<file path="src/core/asc_consts.svh">
`ifndef ASC_CONSTS_SVH
`define ASC_CONSTS_SVH
// ********************************
// register offsets (byte addresses)
// ********************************
`define ASC_OFF_CTRL2 12'h000
`define ASC_OFF_SEQ 12'h004
`define ASC_OFF_STAT 12'h008
`define ASC_OFF_MASK 12'h00C
`define ASC_OFF_MODE 12'h010
// ********************************
// field positions of control register two
// ********************************
`define ASC_REF_LSB 13
`define ASC_SCAN_BIT 10
`define ASC_CHANNEL_COUNT_SELECT_LSB 8
`define ASC_BUFFER_HALF_STATUS_BIT 7
`define ASC_SEQUENCES_PER_IRQ_LSB 2
`define ASC_BUFFER_FILL_SPLIT_BIT 1
`define ASC_ALTS_BIT 0
// writable bits: 15-13, 10-8, 5-0
`define ASC_CTRL2_WMASK 16'hE73F
`define ASC_CTRL2_RESET 16'h0000
// ********************************
// status bits
// ********************************
`define ASC_ST_SEQ 0
`define ASC_ST_IRQ 1
`define ASC_ST_WIDTH 2
// mode register: bit 0 selects twelve-bit mode
`define ASC_MODE_12B 0
`endif

</file>
<file path="src/core/asc_pkg.sv">
package asc_pkg;
  // sample-and-hold channel count selector
  typedef logic [1:0] asc_channel_count_select_t;
  // sequencer states, one-hot
  typedef enum logic [1:0] {
    ASC_IDLE = 2'b01,
    ASC_BUSY = 2'b10
  } asc_state_e;
endpackage

</file>
<file path="src/core/asc_seq_count.sv">
`timescale 1ns/1ps
`include "asc_consts.svh"
// ********************************
// sequences-per-interrupt counter
// ********************************
module asc_seq_count (
  input wire logic pclk,
  input wire logic presetn,
  input wire logic seq_done,
  input wire logic [3:0] sequences_per_irq,
  output logic irq_pulse,
  output logic [3:0] count
);
  logic [3:0] count_reg;
  logic [3:0] count_next;
  logic hit;

  // last sequence of the group when count reaches the field value
  assign hit = seq_done && (count_reg == sequences_per_irq);
  assign irq_pulse = hit;
  assign count = count_reg;

  // next count: wrap on hit, otherwise step per finished sequence
  always_comb begin
    count_next = count_reg;
    if (hit) begin
      count_next = 4'h0;
    end else if (seq_done) begin
      count_next = count_reg + 4'h1;
    end
  end

  // counter storage
  always_ff @(posedge pclk or negedge presetn) begin
    if (!presetn) begin
      count_reg <= 4'h0;
    end else begin
      count_reg <= count_next;
    end
  end
endmodule

</file>
<file path="src/core/asc_ctrl.sv">
`timescale 1ns/1ps
`include "asc_consts.svh"
// Behaviour
// - scan enable steps scan inputs, else none
// - channel count: one, two or four channels
// - twelve-bit mode forces channel count zero
// - buffer half flag shows half being filled
// - interrupt after every (field plus one) sequences
module asc_ctrl (
  input wire logic pclk,
  input wire logic presetn,
  input wire logic psel,
  input wire logic penable,
  input wire logic pwrite,
  input wire logic [11:0] paddr,
  input wire logic [31:0] pwdata,
  output logic [31:0] prdata,
  output logic pready,
  output logic pslverr,
  // sequencer side
  input wire logic sample_start,
  input wire logic scan_step,
  input wire logic [3:0] scan_count,
  output logic scan_inputs_enable,
  output logic [3:0] scan_index,
  output logic [3:0] channels_enabled,
  output logic [1:0] channel_count_select,
  output logic [3:0] sequences_per_irq,
  output logic buffer_fill_split,
  output logic buffer_half_status,
  output logic [2:0] reference_select,
  output logic alt_sample_select,
  output logic twelve_bit_select,
  output logic conv_irq,
  output logic irq
);
  // ********************************
  // state
  // ********************************
  logic [15:0] ctrl_reg; // writable control bits
  logic [15:0] ctrl_next;
  logic mode_reg; // twelve-bit resolution select
  logic mode_next;
  logic half_reg; // buffer half being filled
  logic half_next;
  logic [3:0] scan_reg; // current scan input
  logic [3:0] scan_next;
  logic [1:0] st_reg; // sticky events
  logic [1:0] st_next;
  logic [1:0] mask_reg; // interrupt mask
  logic [1:0] mask_next;
  logic [31:0] rdata_reg;
  logic [31:0] rdata_next;
  asc_pkg::asc_state_e state_reg;
  asc_pkg::asc_state_e state_next;
  logic seq_done; // one sequence finished this cycle
  logic irq_pulse;
  logic [3:0] seq_count;
  logic wr_en;
  logic rd_en;
  logic [15:0] ctrl_view;

  // register address decode used only for the error response
  function automatic logic addr_ok(input logic [11:0] a);
    addr_ok = (a == `ASC_OFF_CTRL2) || (a == `ASC_OFF_SEQ) || (a == `ASC_OFF_STAT) ||
              (a == `ASC_OFF_MASK) || (a == `ASC_OFF_MODE);
  endfunction

  // ********************************
  // apb slave, zero wait states
  // ********************************
  assign pready = 1'b1;
  assign pslverr = psel && penable && !addr_ok(paddr);
  assign wr_en = psel && penable && pwrite;
  assign rd_en = psel && penable && !pwrite;
  assign prdata = rdata_reg;

  // ********************************
  // sequence detection
  // ********************************
  // a sequence starts at sample_start and ends only at the next sample_start;
  // finished on the edge back to idle
  always_comb begin
    state_next = state_reg;
    seq_done = 1'b0;
    unique case (state_reg)
      asc_pkg::ASC_IDLE: begin
        if (sample_start) begin
          state_next = asc_pkg::ASC_BUSY;
        end
      end
      asc_pkg::ASC_BUSY: begin
        // the sequencer pulses sample_start again to end a sequence
        if (sample_start) begin
          seq_done = 1'b1;
          state_next = asc_pkg::ASC_IDLE;
        end
      end
      default: begin
        state_next = asc_pkg::ASC_IDLE;
      end
    endcase
  end

  asc_seq_count u_count (
    .pclk(pclk),
    .presetn(presetn),
    .seq_done(seq_done),
    .sequences_per_irq(sequences_per_irq),
    .irq_pulse(irq_pulse),
    .count(seq_count)
  );
  assign conv_irq = irq_pulse;

  // ********************************
  // control field view
  // ********************************
  // channel count hidden in twelve-bit mode
  always_comb begin
    ctrl_view = ctrl_reg & `ASC_CTRL2_WMASK;
    if (mode_reg) begin
      ctrl_view[`ASC_CHANNEL_COUNT_SELECT_LSB +: 2] = 2'h0;
    end
    ctrl_view[`ASC_BUFFER_HALF_STATUS_BIT] = half_reg;
  end

  assign reference_select = ctrl_view[`ASC_REF_LSB +: 3];
  assign scan_inputs_enable = ctrl_view[`ASC_SCAN_BIT];
  assign channel_count_select = ctrl_view[`ASC_CHANNEL_COUNT_SELECT_LSB +: 2];
  assign sequences_per_irq = ctrl_view[`ASC_SEQUENCES_PER_IRQ_LSB +: 4];
  assign buffer_fill_split = ctrl_view[`ASC_BUFFER_FILL_SPLIT_BIT];
  assign alt_sample_select = ctrl_view[`ASC_ALTS_BIT];
  assign twelve_bit_select = mode_reg;
  assign buffer_half_status = half_reg;
  assign scan_index = scan_reg;

  always_comb begin
    if (channel_count_select[1]) begin
      channels_enabled = 4'hF;
    end else if (channel_count_select[0]) begin
      channels_enabled = 4'h3;
    end else begin
      channels_enabled = 4'h1;
    end
  end

  // ********************************
  // next-state of registers
  // ********************************
  always_comb begin
    ctrl_next = ctrl_reg;
    mode_next = mode_reg;
    mask_next = mask_reg;
    half_next = half_reg;
    scan_next = scan_reg;
    st_next = st_reg;
    rdata_next = rdata_reg;
    if (wr_en && paddr == `ASC_OFF_CTRL2) begin
      ctrl_next = pwdata[15:0] & `ASC_CTRL2_WMASK;
    end
    if (wr_en && paddr == `ASC_OFF_MODE) begin
      mode_next = pwdata[`ASC_MODE_12B];
    end
    if (wr_en && paddr == `ASC_OFF_MASK) begin
      mask_next = pwdata[1:0];
    end
    // halves only swap in split mode
    if (irq_pulse && buffer_fill_split) begin
      half_next = !half_reg;
    end else if (!buffer_fill_split) begin
      half_next = 1'b0;
    end
    if (!scan_inputs_enable || sample_start && state_reg == asc_pkg::ASC_IDLE) begin
      scan_next = 4'h0;
    end else if (scan_step) begin
      scan_next = (scan_reg >= scan_count) ? 4'h0 : scan_reg + 4'h1;
    end
    // reading status clears only the bits that the read reported, since an event
    // landing between setup and access would otherwise be lost; a new event wins over the clear
    if (rd_en && paddr == `ASC_OFF_STAT) begin
      st_next = st_reg & ~rdata_reg[1:0];
    end
    if (seq_done) begin
      st_next[`ASC_ST_SEQ] = 1'b1;
    end
    if (irq_pulse) begin
      st_next[`ASC_ST_IRQ] = 1'b1;
    end
    // read data captured during the setup phase
    if (psel && !penable && !pwrite) begin
      rdata_next = 32'h0000_0000;
      unique case (paddr)
        `ASC_OFF_CTRL2: rdata_next = {16'h0000, ctrl_view};
        `ASC_OFF_SEQ: rdata_next = {28'h0000000, seq_count};
        `ASC_OFF_STAT: rdata_next = {30'h00000000, st_reg};
        `ASC_OFF_MASK: rdata_next = {30'h00000000, mask_reg};
        `ASC_OFF_MODE: rdata_next = {31'h00000000, mode_reg};
        default: rdata_next = 32'h0000_0000;
      endcase
    end
  end

  // register storage
  always_ff @(posedge pclk or negedge presetn) begin
    if (!presetn) begin
      ctrl_reg <= `ASC_CTRL2_RESET;
      mode_reg <= 1'b0;
      mask_reg <= 2'h0;
      half_reg <= 1'b0;
      scan_reg <= 4'h0;
      st_reg <= 2'h0;
      rdata_reg <= 32'h0000_0000;
      state_reg <= asc_pkg::ASC_IDLE;
    end else begin
      ctrl_reg <= ctrl_next;
      mode_reg <= mode_next;
      mask_reg <= mask_next;
      half_reg <= half_next;
      scan_reg <= scan_next;
      st_reg <= st_next;
      rdata_reg <= rdata_next;
      state_reg <= state_next;
    end
  end

  // level interrupt while any unmasked sticky bit is set
  assign irq = |(st_reg & mask_reg);
endmodule

</file>
<file path="config.mk">
export PLATFORM = sky130hd
export DESIGN_NAME = asc_ctrl
export DESIGN_NICKNAME = d
export VERILOG_FILES = /design/src/core/asc_pkg.sv /design/src/core/asc_seq_count.sv /design/src/core/asc_ctrl.sv
export VERILOG_INCLUDE_DIRS = /design/src /design/src/core
export SDC_FILE = /design/constraint.sdc
export NUM_CORES = 1
export LEC_CHECK = 0
export ABC_AREA = 1
export BUFFER_PORTS_ARGS = -buffer_cell sky130_fd_sc_hd__buf_2
export CAP_MARGIN = 40
export CORE_MARGIN = 2
export CORE_UTILIZATION = 25
export DETAILED_ROUTE_END_ITERATION = 8
export MAX_ROUTING_LAYER = met4
export PLACE_DENSITY = 0.56
export REMOVE_ABC_BUFFERS = 1
export SYNTH_ARGS = -nofsm -noshare
export SYNTH_HDL_FRONTEND = slang
export SYNTH_SLANG_ARGS = --single-unit
</file>
<file path="constraint.sdc">
create_clock -name pclk -period 1.34 [get_ports pclk]
set_input_delay 0.067 -clock pclk [delete_from_list [all_inputs] [get_ports pclk]]
set_output_delay 0.067 -clock pclk [all_outputs]
set_load 0.05 [all_outputs]
</file>
==> impl_metrics.env, run 1 <==
export IMPL_pwr_share_seq_pct=41.5
export IMPL_synthFlopType="dfrtp_1"
export IMPL_syn_area_per_cell_um2=8.21
export IMPL_finalMaxSlewViolations=0
export IMPL_timing_rr_end="scan_index[2]"
export IMPL_clock_latency_ns=0.28
export IMPL_antennaDiodeCount=0
export IMPL_drtPass1Iterations=4
export IMPL_fin_crit_ns=1.47
export IMPL_crit_start="ctrl_reg[2]"
export IMPL_io_buffers=71
export IMPL_synthSimpleGateAreaFrac_pct=24.3
export IMPL_routedWlPerCell_um=11.4
export IMPL_max_freq_mhz=679
export IMPL_synth_seq_cells=41
export IMPL_yosys_top_cells_area="dfrtp_1 (41%), nand2_1 (9.7%), buf_4 (9.2%), inv_1 (6.2%), nand3_1 (4.1%)"
export IMPL_power_switching_mw=1.33
export IMPL_worstPathRequired_ns=1.27
export IMPL_drive_above_1_share_pct=38.8
export IMPL_num_rows=36
export IMPL_totalPowerFinal_mw=3.59
export IMPL_synth_xor_area_share_pct=1.79
export IMPL_clkPwrFrac_pct=21.7
export IMPL_antenna_found_initial=0
export IMPL_clock_root_buffer="clkbuf_8"
export IMPL_ir_drop_v=0.000369
export IMPL_num_io_pins=113
export IMPL_cts_buffers=5
export IMPL_final_nets=462
export IMPL_synth_compound_area_share_pct=11.6
export IMPL_cts_buffer_depth=2
export IMPL_synth_cell_types=33
export IMPL_synth_enable_flop_cells=0
export IMPL_p_int_mw=2.25
export IMPL_combPwrFrac_pct=36.9
export IMPL_clkTransAtPathRegs_ns=0.08
export IMPL_cp_end_kind="output port"
export IMPL_final_common_cell="buf_2"
export IMPL_drv_cap=0
export IMPL_num_vias=2205
export IMPL_clock_sinks=41
export IMPL_hpwlAfterDp_mm=4.54
export IMPL_grt_use_total_pct=12.1
export IMPL_yosys_warnings=0
export IMPL_p_sw_share_pct=37.1
export IMPL_syn_area_um2=2440
export IMPL_instances_no_fill=535
export IMPL_mostFrequentLayoutCells="buf_2 (69), nand2_1 (63), dfrtp_1 (39)"
export IMPL_core_region_area_um2=9640
export IMPL_worstReg2RegStart="scan_index[1]"
export IMPL_grt_max_degree=42
export IMPL_overflow=0
export IMPL_ys_seq_area_share_pct=42.1
export IMPL_drc=0
export IMPL_p_leak_nw=1.76
export IMPL_dp_cells=513
export IMPL_first_iter_violations=92
export IMPL_fin_crit_sh_pct=110
export IMPL_synthCells=297
export IMPL_power_density_nw_per_um2=1080
export IMPL_ff2ff_setup_slack_ns=0.02
export IMPL_cp_arrival_ns=1.41
export IMPL_die_h_um=103
export IMPL_synth_adder_area_share_pct=3.08
export IMPL_hold_violations=0
export IMPL_fp_dieW_um=103
export IMPL_hold_path_class="primary input to flip-flop"
export IMPL_synth_area_mux_share_pct=0
export IMPL_drtAntennaViolNets=0
export IMPL_rsz0062_at_grt="yes"
export IMPL_cp_max_fo=3
export IMPL_yosysTopAreaCell="dfrtp_1"
export IMPL_outcome="complete, but fails checks"
export IMPL_grt_first_pass_wirelength_mm=9.56
export IMPL_cts_max_level=2
export IMPL_violations="setup timing"
export IMPL_synthToLayoutAreaGrowth_pct=36.7
export IMPL_via_per_inst=4.12
export IMPL_place_congestion=0.858
export IMPL_wirelength_mm=6.11
export IMPL_synth_top_area_share_pct=41.0
export IMPL_cp_start_kind="flip-flop"
export IMPL_die_area_um2=10600
export IMPL_worstSetupEndpoint="conv_irq"
export IMPL_cts_tree="built"
export IMPL_largest_reg_flops=13
export IMPL_async_flop_share_pct=100
export IMPL_reg2reg_depth=6
export IMPL_fin_ws_ns=-0.133
export IMPL_setup_viol=1
export IMPL_initial_core_util_pct=25.3
export IMPL_crit_type="flip-flop to output port"
export IMPL_grt_pass1_vias=2069
export IMPL_synth_top_family_by_area="simple AND/OR/NAND/NOR gates"
export IMPL_skew_ns=0.00458
[synthesized netlist by cell type, types with 3 or more instances]
| library cell | number |
|---|---|
| dfrtp_1 | 40 |
| nand2_1 | 63 |
| nand4_1 | 3 |
| ha_1 | 6 |
| nor2_2 | 3 |
| nand3b_1 | 3 |
| buf_4 | 30 |
| o21ai_2 | 10 |
| nand3_1 | 20 |
| a21oi_1 | 5 |
| inv_1 | 40 |
| xor2_1 | 4 |
| nor3_1 | 4 |
| o21ai_0 | 6 |
| o31ai_1 | 12 |
| nand2_2 | 6 |
| nor2_1 | 20 |
[stage by stage]
| step | hold slack, ns | TNS (ns) | instance area (um^2) | utilization, % | setup WS, ns |
|---|---|---|---|---|---|
| after floorplan | -0.229 | -12.62 | 2250 | - | -1.91 |
| after global placement | 0.0591 | -0.0205 | 3000 | 31.1 | -0.0205 |
| after detailed placement | 0.0638 | -0.0689 | 3000 | 31.1 | -0.0513 |
| after CTS | 0.0502 | -0.192 | 3240 | 33.6 | -0.192 |
| after global routing | 0.0611 | -0.371 | 3330 | 34.6 | -0.235 |
| final | 0.0570 | -0.133 | 3330 | 34.6 | -0.133 |
[routing by layer]
layer | vias to the layer above | wire length, um | global-route usage, %
met3 | 6 | 323 | 2.85
met2 | 65 | 2910 | 19.2
met5 | - | 0 | -
met1 | 1024 | 2790 | 15.0
met4 | 0 | 82 | 4.35
li1 | 1110 | - | -
[area by class of cell]
type	count	area (um^2)
Fill cell	1056	6300
Multi-Input combinational cell	200	1180
Clock buffer	6	72.6
Clock inverter	2	10.0
Sequential cell	41	1030
Timing Repair Buffer	113	727
Inverter	40	150
Tap cell	133	166
[worst max-delay path, stage by stage (launching register included)]
cell,delay [ns]
dfrtp_1,0.42
inv_2,0.09
nor2_4,0.04
nor3_4,0.21
nand3_2,0.12
inv_2,0.10
buf_8,0.15
[repair_timing]
action / CTS / global route
setup buffers: 1 / 2
hold buffers: 11 / 0
gates resized for setup: 12 / 21
setup endpoints to repair: 9 / 10
pin swaps: 2 / 8
endpoints found under the hold margin: 51 / 0
[worst min path at each step]
stage	from	cells past startpoint	to	slack, ns
CTS	pwdata[1]	3	mask_reg[1]	0.05
global placement	presetn	2	scan_index[3]	0.06
detailed placement	presetn	2	scan_index[2]	0.06
floorplan	presetn	0	buffer_half_status	-0.23
global route	pwdata[1]	3	mask_reg[1]	0.06
finish	pwdata[1]	3	mask_reg[1]	0.06
[power by group through the flow]
stage	registers, mW	logic, mW	clock network (mW)
floorplan	1.65	0.532	0
global placement	1.48	1.11	0
detailed placement	1.49	1.13	0
CTS	1.47	1.22	0.830
global route	1.50	1.45	0.859
finish	1.49	1.32	0.777
[cells by family after synthesis]
logic type	after synthesis
AND/OR/NAND/NOR	128
buffers and inverters	75
flip-flops	41
AO/OA/AOI/OAI	40
adder cells (fa/ha/maj)	6
XOR/XNOR	5
other	2
Power figures use the tool's default switching activity.
==> run 2, diff against run 1 <==
- PLACE_DENSITY: 0.56 -> 0.58
- clock period: 1.34 -> 1.29 ns (I/O delays scaled with it)
==> run 2 against run 1 <==
  * The flow still finishes with violations (setup timing)
  * Combinational power rose by 15%
  * Die area did not move
  * Cell area rose by 4.7%
  * Critical path depth did not move
  * Sequential power rose by 3%
  * Non-clock buffer count rose by 8
  * Core utilization rose by 1.6 points
  * Cell count rose by 1.5%
  * Register-to-register slack got worse by 0.03 ns
  * Worst setup slack got worse by 0.10 ns
  * Critical path type unchanged
  * Largest power group unchanged
==> impl_metrics.env, run 2 (same netlist as run 1, synthesis figures left out) <==
export IMPL_final_nets=470
export IMPL_drtPass1Iterations=4
export IMPL_die_area_um2=10600
export IMPL_grt_first_pass_wirelength_mm=9.67
export IMPL_totalPowerFinal_mw=4.16
export IMPL_die_h_um=103
export IMPL_cts_buffers=5
export IMPL_drtAntennaViolNets=0
export IMPL_slowest_stage="dfrtp_1"
export IMPL_grt_max_degree=42
export IMPL_antenna_found_initial=0
export IMPL_finalMaxSlewViolations=0
export IMPL_cp_max_fo=3
export IMPL_fin_area_um2=3490
export IMPL_cp_arrival_ns=1.46
export IMPL_overflow=0
export IMPL_fillers=1017
export IMPL_power_density_nw_per_um2=1190
export IMPL_fin_crit_sh_pct=118
export IMPL_worstPathCellList="inv_2 -> nor2_1 -> nor3_2 -> nand3_2 -> inv_2 -> buf_8"
export IMPL_final_common_cell="buf_2"
export IMPL_whs_ns=0.0423
export IMPL_violations="setup timing"
export IMPL_clkTransAtPathRegs_ns=0.08
export IMPL_critical_path_max_stage_delay_ns=0.41
export IMPL_crit_family="simple AND/OR/NAND/NOR gates"
export IMPL_crit_type="flip-flop to output port"
export IMPL_cts_max_level=2
export IMPL_grt_use_total_pct=12.1
export IMPL_setup_viol=5
export IMPL_place_area_um2=3040
export IMPL_clock_latency_ns=0.29
export IMPL_seq_area_um2=1030
export IMPL_core_region_area_um2=9640
export IMPL_post_route_util_pct=36.2
export IMPL_outcome="complete, but fails checks"
export IMPL_rsz0062_at_grt="yes"
export IMPL_clock_root_buffer="clkbuf_8"
export IMPL_largest_reg_flops=13
export IMPL_cp_end_kind="output port"
export IMPL_num_vias=2259
export IMPL_worstPathRequired_ns=1.23
export IMPL_drv_cap=0
export IMPL_hpwlAfterDp_mm=4.58
export IMPL_dp_cells=517
export IMPL_wirelength_mm=6.30
export IMPL_crit_buf_inv=3
export IMPL_antennaDiodeCount=0
export IMPL_cp_start_kind="flip-flop"
export IMPL_cpMostUsedCell="inv_2"
export IMPL_via_per_inst=4.16
export IMPL_mostFrequentLayoutCells="buf_2 (68), nand2_1 (59), dfrtp_1 (39)"
export IMPL_synthToLayoutAreaGrowth_pct=43.1
export IMPL_multi_input_area_um2=1220
export IMPL_skew_ns=0.00323
export IMPL_fin_ws_ns=-0.236
export IMPL_cts_tree="built"
export IMPL_initial_core_util_pct=25.3
export IMPL_setup_tns_ns=-0.268
export IMPL_grt_pass1_vias=2064
export IMPL_drive_above_1_share_pct=42.4
export IMPL_drc=0
export IMPL_fin_crit_ns=1.53
export IMPL_num_io_pins=113
export IMPL_instances_no_fill=543
export IMPL_num_rows=36
export IMPL_hold_violations=0
export IMPL_place_ws_ns=-0.0902
export IMPL_io_buffers=71
export IMPL_routedWlPerCell_um=11.6
export IMPL_fp_dieW_um=103
export IMPL_first_iter_violations=84
export IMPL_ir_drop_v=0.000366
export IMPL_p_leak_nw=1.83
export IMPL_max_freq_mhz=655
export IMPL_clock_sinks=41
export IMPL_cts_buffer_depth=2
export IMPL_hold_path_class="primary input to flip-flop"
export IMPL_place_congestion=0.879
[run 2: worst paths after layout]
| kind | cells past startpoint | slack (ns) | endpoint | from |
|---|---|---|---|---|
| min in group asynchronous | 3 | 0.27 | scan_index[3] | presetn |
| max | 6 | -0.24 | conv_irq | u_count.count[0] |
| max reg2reg | 8 | -0.01 | buffer_half_status | u_count.count[0] |
| min reg2reg | 2 | 0.49 | prdata[13] | prdata[13] |
| max in group asynchronous | 3 | 0.75 | state_reg[0] | presetn |
| min | 3 | 0.04 | mask_reg[1] | pwdata[1] |
[run 2: power by group]
group | leakage (nW) | total (mW) | switching (mW) | internal, mW
Sequential | 0.496 | 1.54 | 0.107 | 1.43
Combinational | 1.28 | 1.52 | 0.913 | 0.607
Clock | 0.0574 | 1.10 | 0.472 | 0.630
Total | 1.83 | 4.16 | 1.49 | 2.66
[run 2: per-layer routing]
layer	GRT usage, %	wire, um	vias to the layer above
li1	-	-	1128
met1	15.1	2760	1059
met2	20.4	3220	64
met3	2.31	231	8
met4	2.73	88	0
met5	-	0	-
[run 2: final cells by class]
class	count	area share, %
clock buffer	6	2.36
clock inverter	2	1.07
inverter	40	4.30
multi-input combinational	200	35.1
sequential	41	29.5
tap	133	4.77
timing repair buffer	121	23.0
[run 2: worst reg2reg max path, cell delays in order (launching register included)]
cell     delay (ns)
dfrtp_1        0.41
inv_2          0.06
nor2_1         0.04
nor3_2         0.27
nand3_2        0.14
inv_2          0.11
buf_4          0.11
nand3_1        0.05
nand2_1        0.06
[run 2: repair_timing]
action,4_1_cts,5_1_grt
pin swaps,3,12
setup endpoints to repair,12,16
gates resized for setup,14,32
endpoints found under the hold margin,51,0
setup buffers,8,2
hold buffers,11,0
==> run 3, diff against run 2 <==
- SYNTH_HIERARCHICAL: not set -> 1
==> run 3 against run 2 <==
  * The flow still finishes with violations (setup timing)
  * Register-to-register slack worse by 0.07 ns
  * Worst hold slack worse by 0.037 ns
  * Cell area down 2.0%
  * Synthesized area up 2.1%
  * Worst setup slack better by 0.13 ns
  * Core utilization down 1.1 points
  * Non-clock buffer count down 8
  * Critical endpoint unchanged
  * Highest routed layer unchanged
==> impl_metrics.env, run 3 <==
export IMPL_synthToLayoutAreaGrowth_pct=37.3
export IMPL_routedWlPerCell_um=11.1
export IMPL_outcome="complete, but fails checks"
export IMPL_crit_type="flip-flop to output port"
export IMPL_mostFrequentLayoutCells="nand2_1 (71), buf_2 (68), dfrtp_1 (39)"
export IMPL_grt_max_degree=42
export IMPL_syn_area_um2=2490
export IMPL_first_iter_violations=84
export IMPL_power_switching_mw=1.37
export IMPL_synthSimpleGateAreaFrac_pct=26.4
export IMPL_cts_buffer_depth=2
export IMPL_yosys_top_cells_area="dfrtp_1 (40%), nand2_1 (11%), buf_4 (9.0%), inv_1 (6.3%), nand3_1 (3.4%)"
export IMPL_cts_buffers=5
export IMPL_clkTransAtPathRegs_ns=0.08
export IMPL_clkPwrFrac_pct=27.7
export IMPL_drc=0
export IMPL_grt_first_pass_wirelength_mm=10.3
export IMPL_place_ws_ns=-0.102
export IMPL_violations="setup timing"
export IMPL_overflow=0
export IMPL_p_int_mw=2.54
export IMPL_grt_use_total_pct=11.9
export IMPL_multi_input_area_um2=1190
export IMPL_synth_top_cells_by_count="nand2_1 (74), inv_1 (42), dfrtp_1 (40)"
export IMPL_clock_latency_ns=0.29
export IMPL_hpwlAfterDp_mm=4.70
export IMPL_worstPathRequired_ns=1.23
export IMPL_drtPass1Iterations=4
export IMPL_initial_core_util_pct=25.6
export IMPL_setup_viol=7
export IMPL_drtAntennaViolNets=0
export IMPL_power_density_nw_per_um2=1140
export IMPL_num_rows=36
export IMPL_synth_enable_flop_cells=0
export IMPL_syn_area_per_cell_um2=8.01
export IMPL_synthCells=311
export IMPL_synthFlopType="dfrtp_1"
export IMPL_rsz0062_at_grt="yes"
export IMPL_skew_ns=0.00677
export IMPL_async_flop_share_pct=100
export IMPL_clock_sinks=41
export IMPL_final_nets=476
export IMPL_synth_top_area_share_pct=40.2
export IMPL_combPwrFrac_pct=33.2
export IMPL_largest_reg_flops=13
export IMPL_clock_root_buffer="clkbuf_8"
export IMPL_seq_area_um2=1030
export IMPL_fin_crit_sh_pct=109
export IMPL_fin_ws_ns=-0.110
export IMPL_p_leak_nw=1.85
export IMPL_num_vias=2227
export IMPL_pwr_share_seq_pct=39.1
export IMPL_grt_pass1_vias=2199
export IMPL_synth_adder_area_share_pct=3.01
export IMPL_drive_above_1_share_pct=38.9
export IMPL_fp_dieW_um=104
export IMPL_die_h_um=104
export IMPL_wirelength_mm=6.08
export IMPL_antennaDiodeCount=0
export IMPL_slew_headroom_pct=57.7
export IMPL_synth_cell_types=38
export IMPL_via_per_inst=4.06
export IMPL_synth_top_family_by_area="simple AND/OR/NAND/NOR gates"
export IMPL_core_region_area_um2=9730
export IMPL_synth_most_common_cell="nand2_1"
export IMPL_fillers=1054
export IMPL_antenna_found_initial=0
export IMPL_yosysTopAreaCell="dfrtp_1"
export IMPL_synth_xor_area_share_pct=1.41
export IMPL_tightest_slew_ns=0.633
export IMPL_cp_arrival_ns=1.34
export IMPL_cp_max_fo=2
export IMPL_cts_tree="built"
export IMPL_p_sw_share_pct=35.1
export IMPL_place_congestion=0.828
export IMPL_hold_path_class="primary input to flip-flop"
export IMPL_synth_seq_cells=41
export IMPL_hold_violations=0
export IMPL_ys_seq_area_share_pct=41.2
export IMPL_cp_start_kind="flip-flop"
export IMPL_yosys_warnings=6
export IMPL_dp_cells=523
export IMPL_die_area_um2=10800
export IMPL_cp_end_kind="output port"
export IMPL_instances_no_fill=549
export IMPL_num_io_pins=113
export IMPL_synth_compound_area_share_pct=10.3
export IMPL_io_buffers=71
export IMPL_drv_cap=0
export IMPL_max_freq_mhz=714
export IMPL_finalMaxSlewViolations=0
export IMPL_fin_crit_ns=1.40
export IMPL_ir_drop_v=0.000392
export IMPL_synth_area_mux_share_pct=0
export IMPL_cts_max_level=2
export IMPL_final_common_cell="nand2_1"
## run 3: cell types whose count changed after synthesis, moves of 2 or more
cell / change
nand3b_1: -2
nand3_1: -3
o31ai_1: -4
inv_2: +4
a21oi_1: -3
a21o_1: +2
inv_1: +2
o21ai_0: +4
nand2_1: +11
## run 3: power groups by stage
stage / registers (mW) / logic (mW) / clock network, mW
after detailed placement: 1.54 / 1.18 / 0
after global placement: 1.53 / 1.16 / 0
after global routing: 1.55 / 1.43 / 1.17
final: 1.53 / 1.30 / 1.08
after floorplan: 1.70 / 0.615 / 0
after CTS: 1.52 / 1.26 / 1.12
## run 3: per-layer routing
metal	share of wire, %	wire length [um]	track usage, %	vias to the layer above
li1	-	-	-	1131
met1	48	2940	15.8	1020
met2	46	2800	19.1	72
met3	5.0	303	2.39	4
met4	0.69	42	2.32	0
met5	0	0	-	-
## run 3: layout make-up
| class | count | share of cell area (%) |
|---|---|---|
| Clock inverter | 1 | 0.878 |
| Inverter | 46 | 5.05 |
| Clock buffer | 7 | 2.52 |
| Tap cell | 133 | 4.86 |
| Timing Repair Buffer | 113 | 21.9 |
| Sequential cell | 41 | 30.1 |
| Multi-Input combinational cell | 208 | 34.7 |
## run 3: kinds of logic after synthesis
| kind of cell | count (synthesis) |
|---|---|
| compound gates | 37 |
| buf+inv | 81 |
| simple gates | 140 |
| flops | 41 |
| xor+xnor | 4 |
| fa+ha+maj | 6 |
| other cells | 2 |
## run 3: repair_timing
item | 4_1_cts | 5_1_grt
endpoints found under the setup margin | 14 | 14
gates cloned | 0 | 0
pin swaps | 3 | 4
hold endpoints to repair | 51 | 0
hold buffers | 11 | 0
buffers inserted | 5 | 3
gates resized for setup | 17 | 16
## run 3: critical path, stage by stage (launching register included)
cell and delay [ns]:
dfstp_2 0.39, nor3_4 0.18, inv_2 0.06, nor2_2 0.09
nand3_2 0.09, inv_2 0.09, buf_8 0.15
## run 3: metrics by stage
stage / hold WS (ns) / util, % / instance area [um^2] / TNS, ns / total power, mW
after floorplan: -0.231 / - / 2300 / -12.98 / 2.32
after detailed placement: 0.0609 / 31.1 / 3030 / -0.305 / 2.72
after global routing: 0.0128 / 35.2 / 3420 / -1.23 / 4.16
final: 0.00520 / 35.2 / 3420 / -0.446 / 3.91
after global placement: 0.0599 / 31.1 / 3030 / -0.150 / 2.69
after CTS: 0.000890 / 34.5 / 3360 / -0.167 / 3.90
## run 3: worst paths after layout
| check | startpoint | endpoint | slack [ns] | cells past startpoint |
|---|---|---|---|---|
| min in group asynchronous | presetn | scan_index[1] | 0.28 | 3 |
| worst max register to register | state_reg[0] | u_count/count[1] | -0.08 | 9 |
| worst max-delay path | state_reg[0] | conv_irq | -0.11 | 6 |
| worst min register to register | prdata[3] | prdata[3] | 0.48 | 2 |
| max in group asynchronous | presetn | state_reg[0] | 0.74 | 3 |
| worst min-delay path | pwdata[0] | ctrl_reg[0] | 0.005 | 3 |
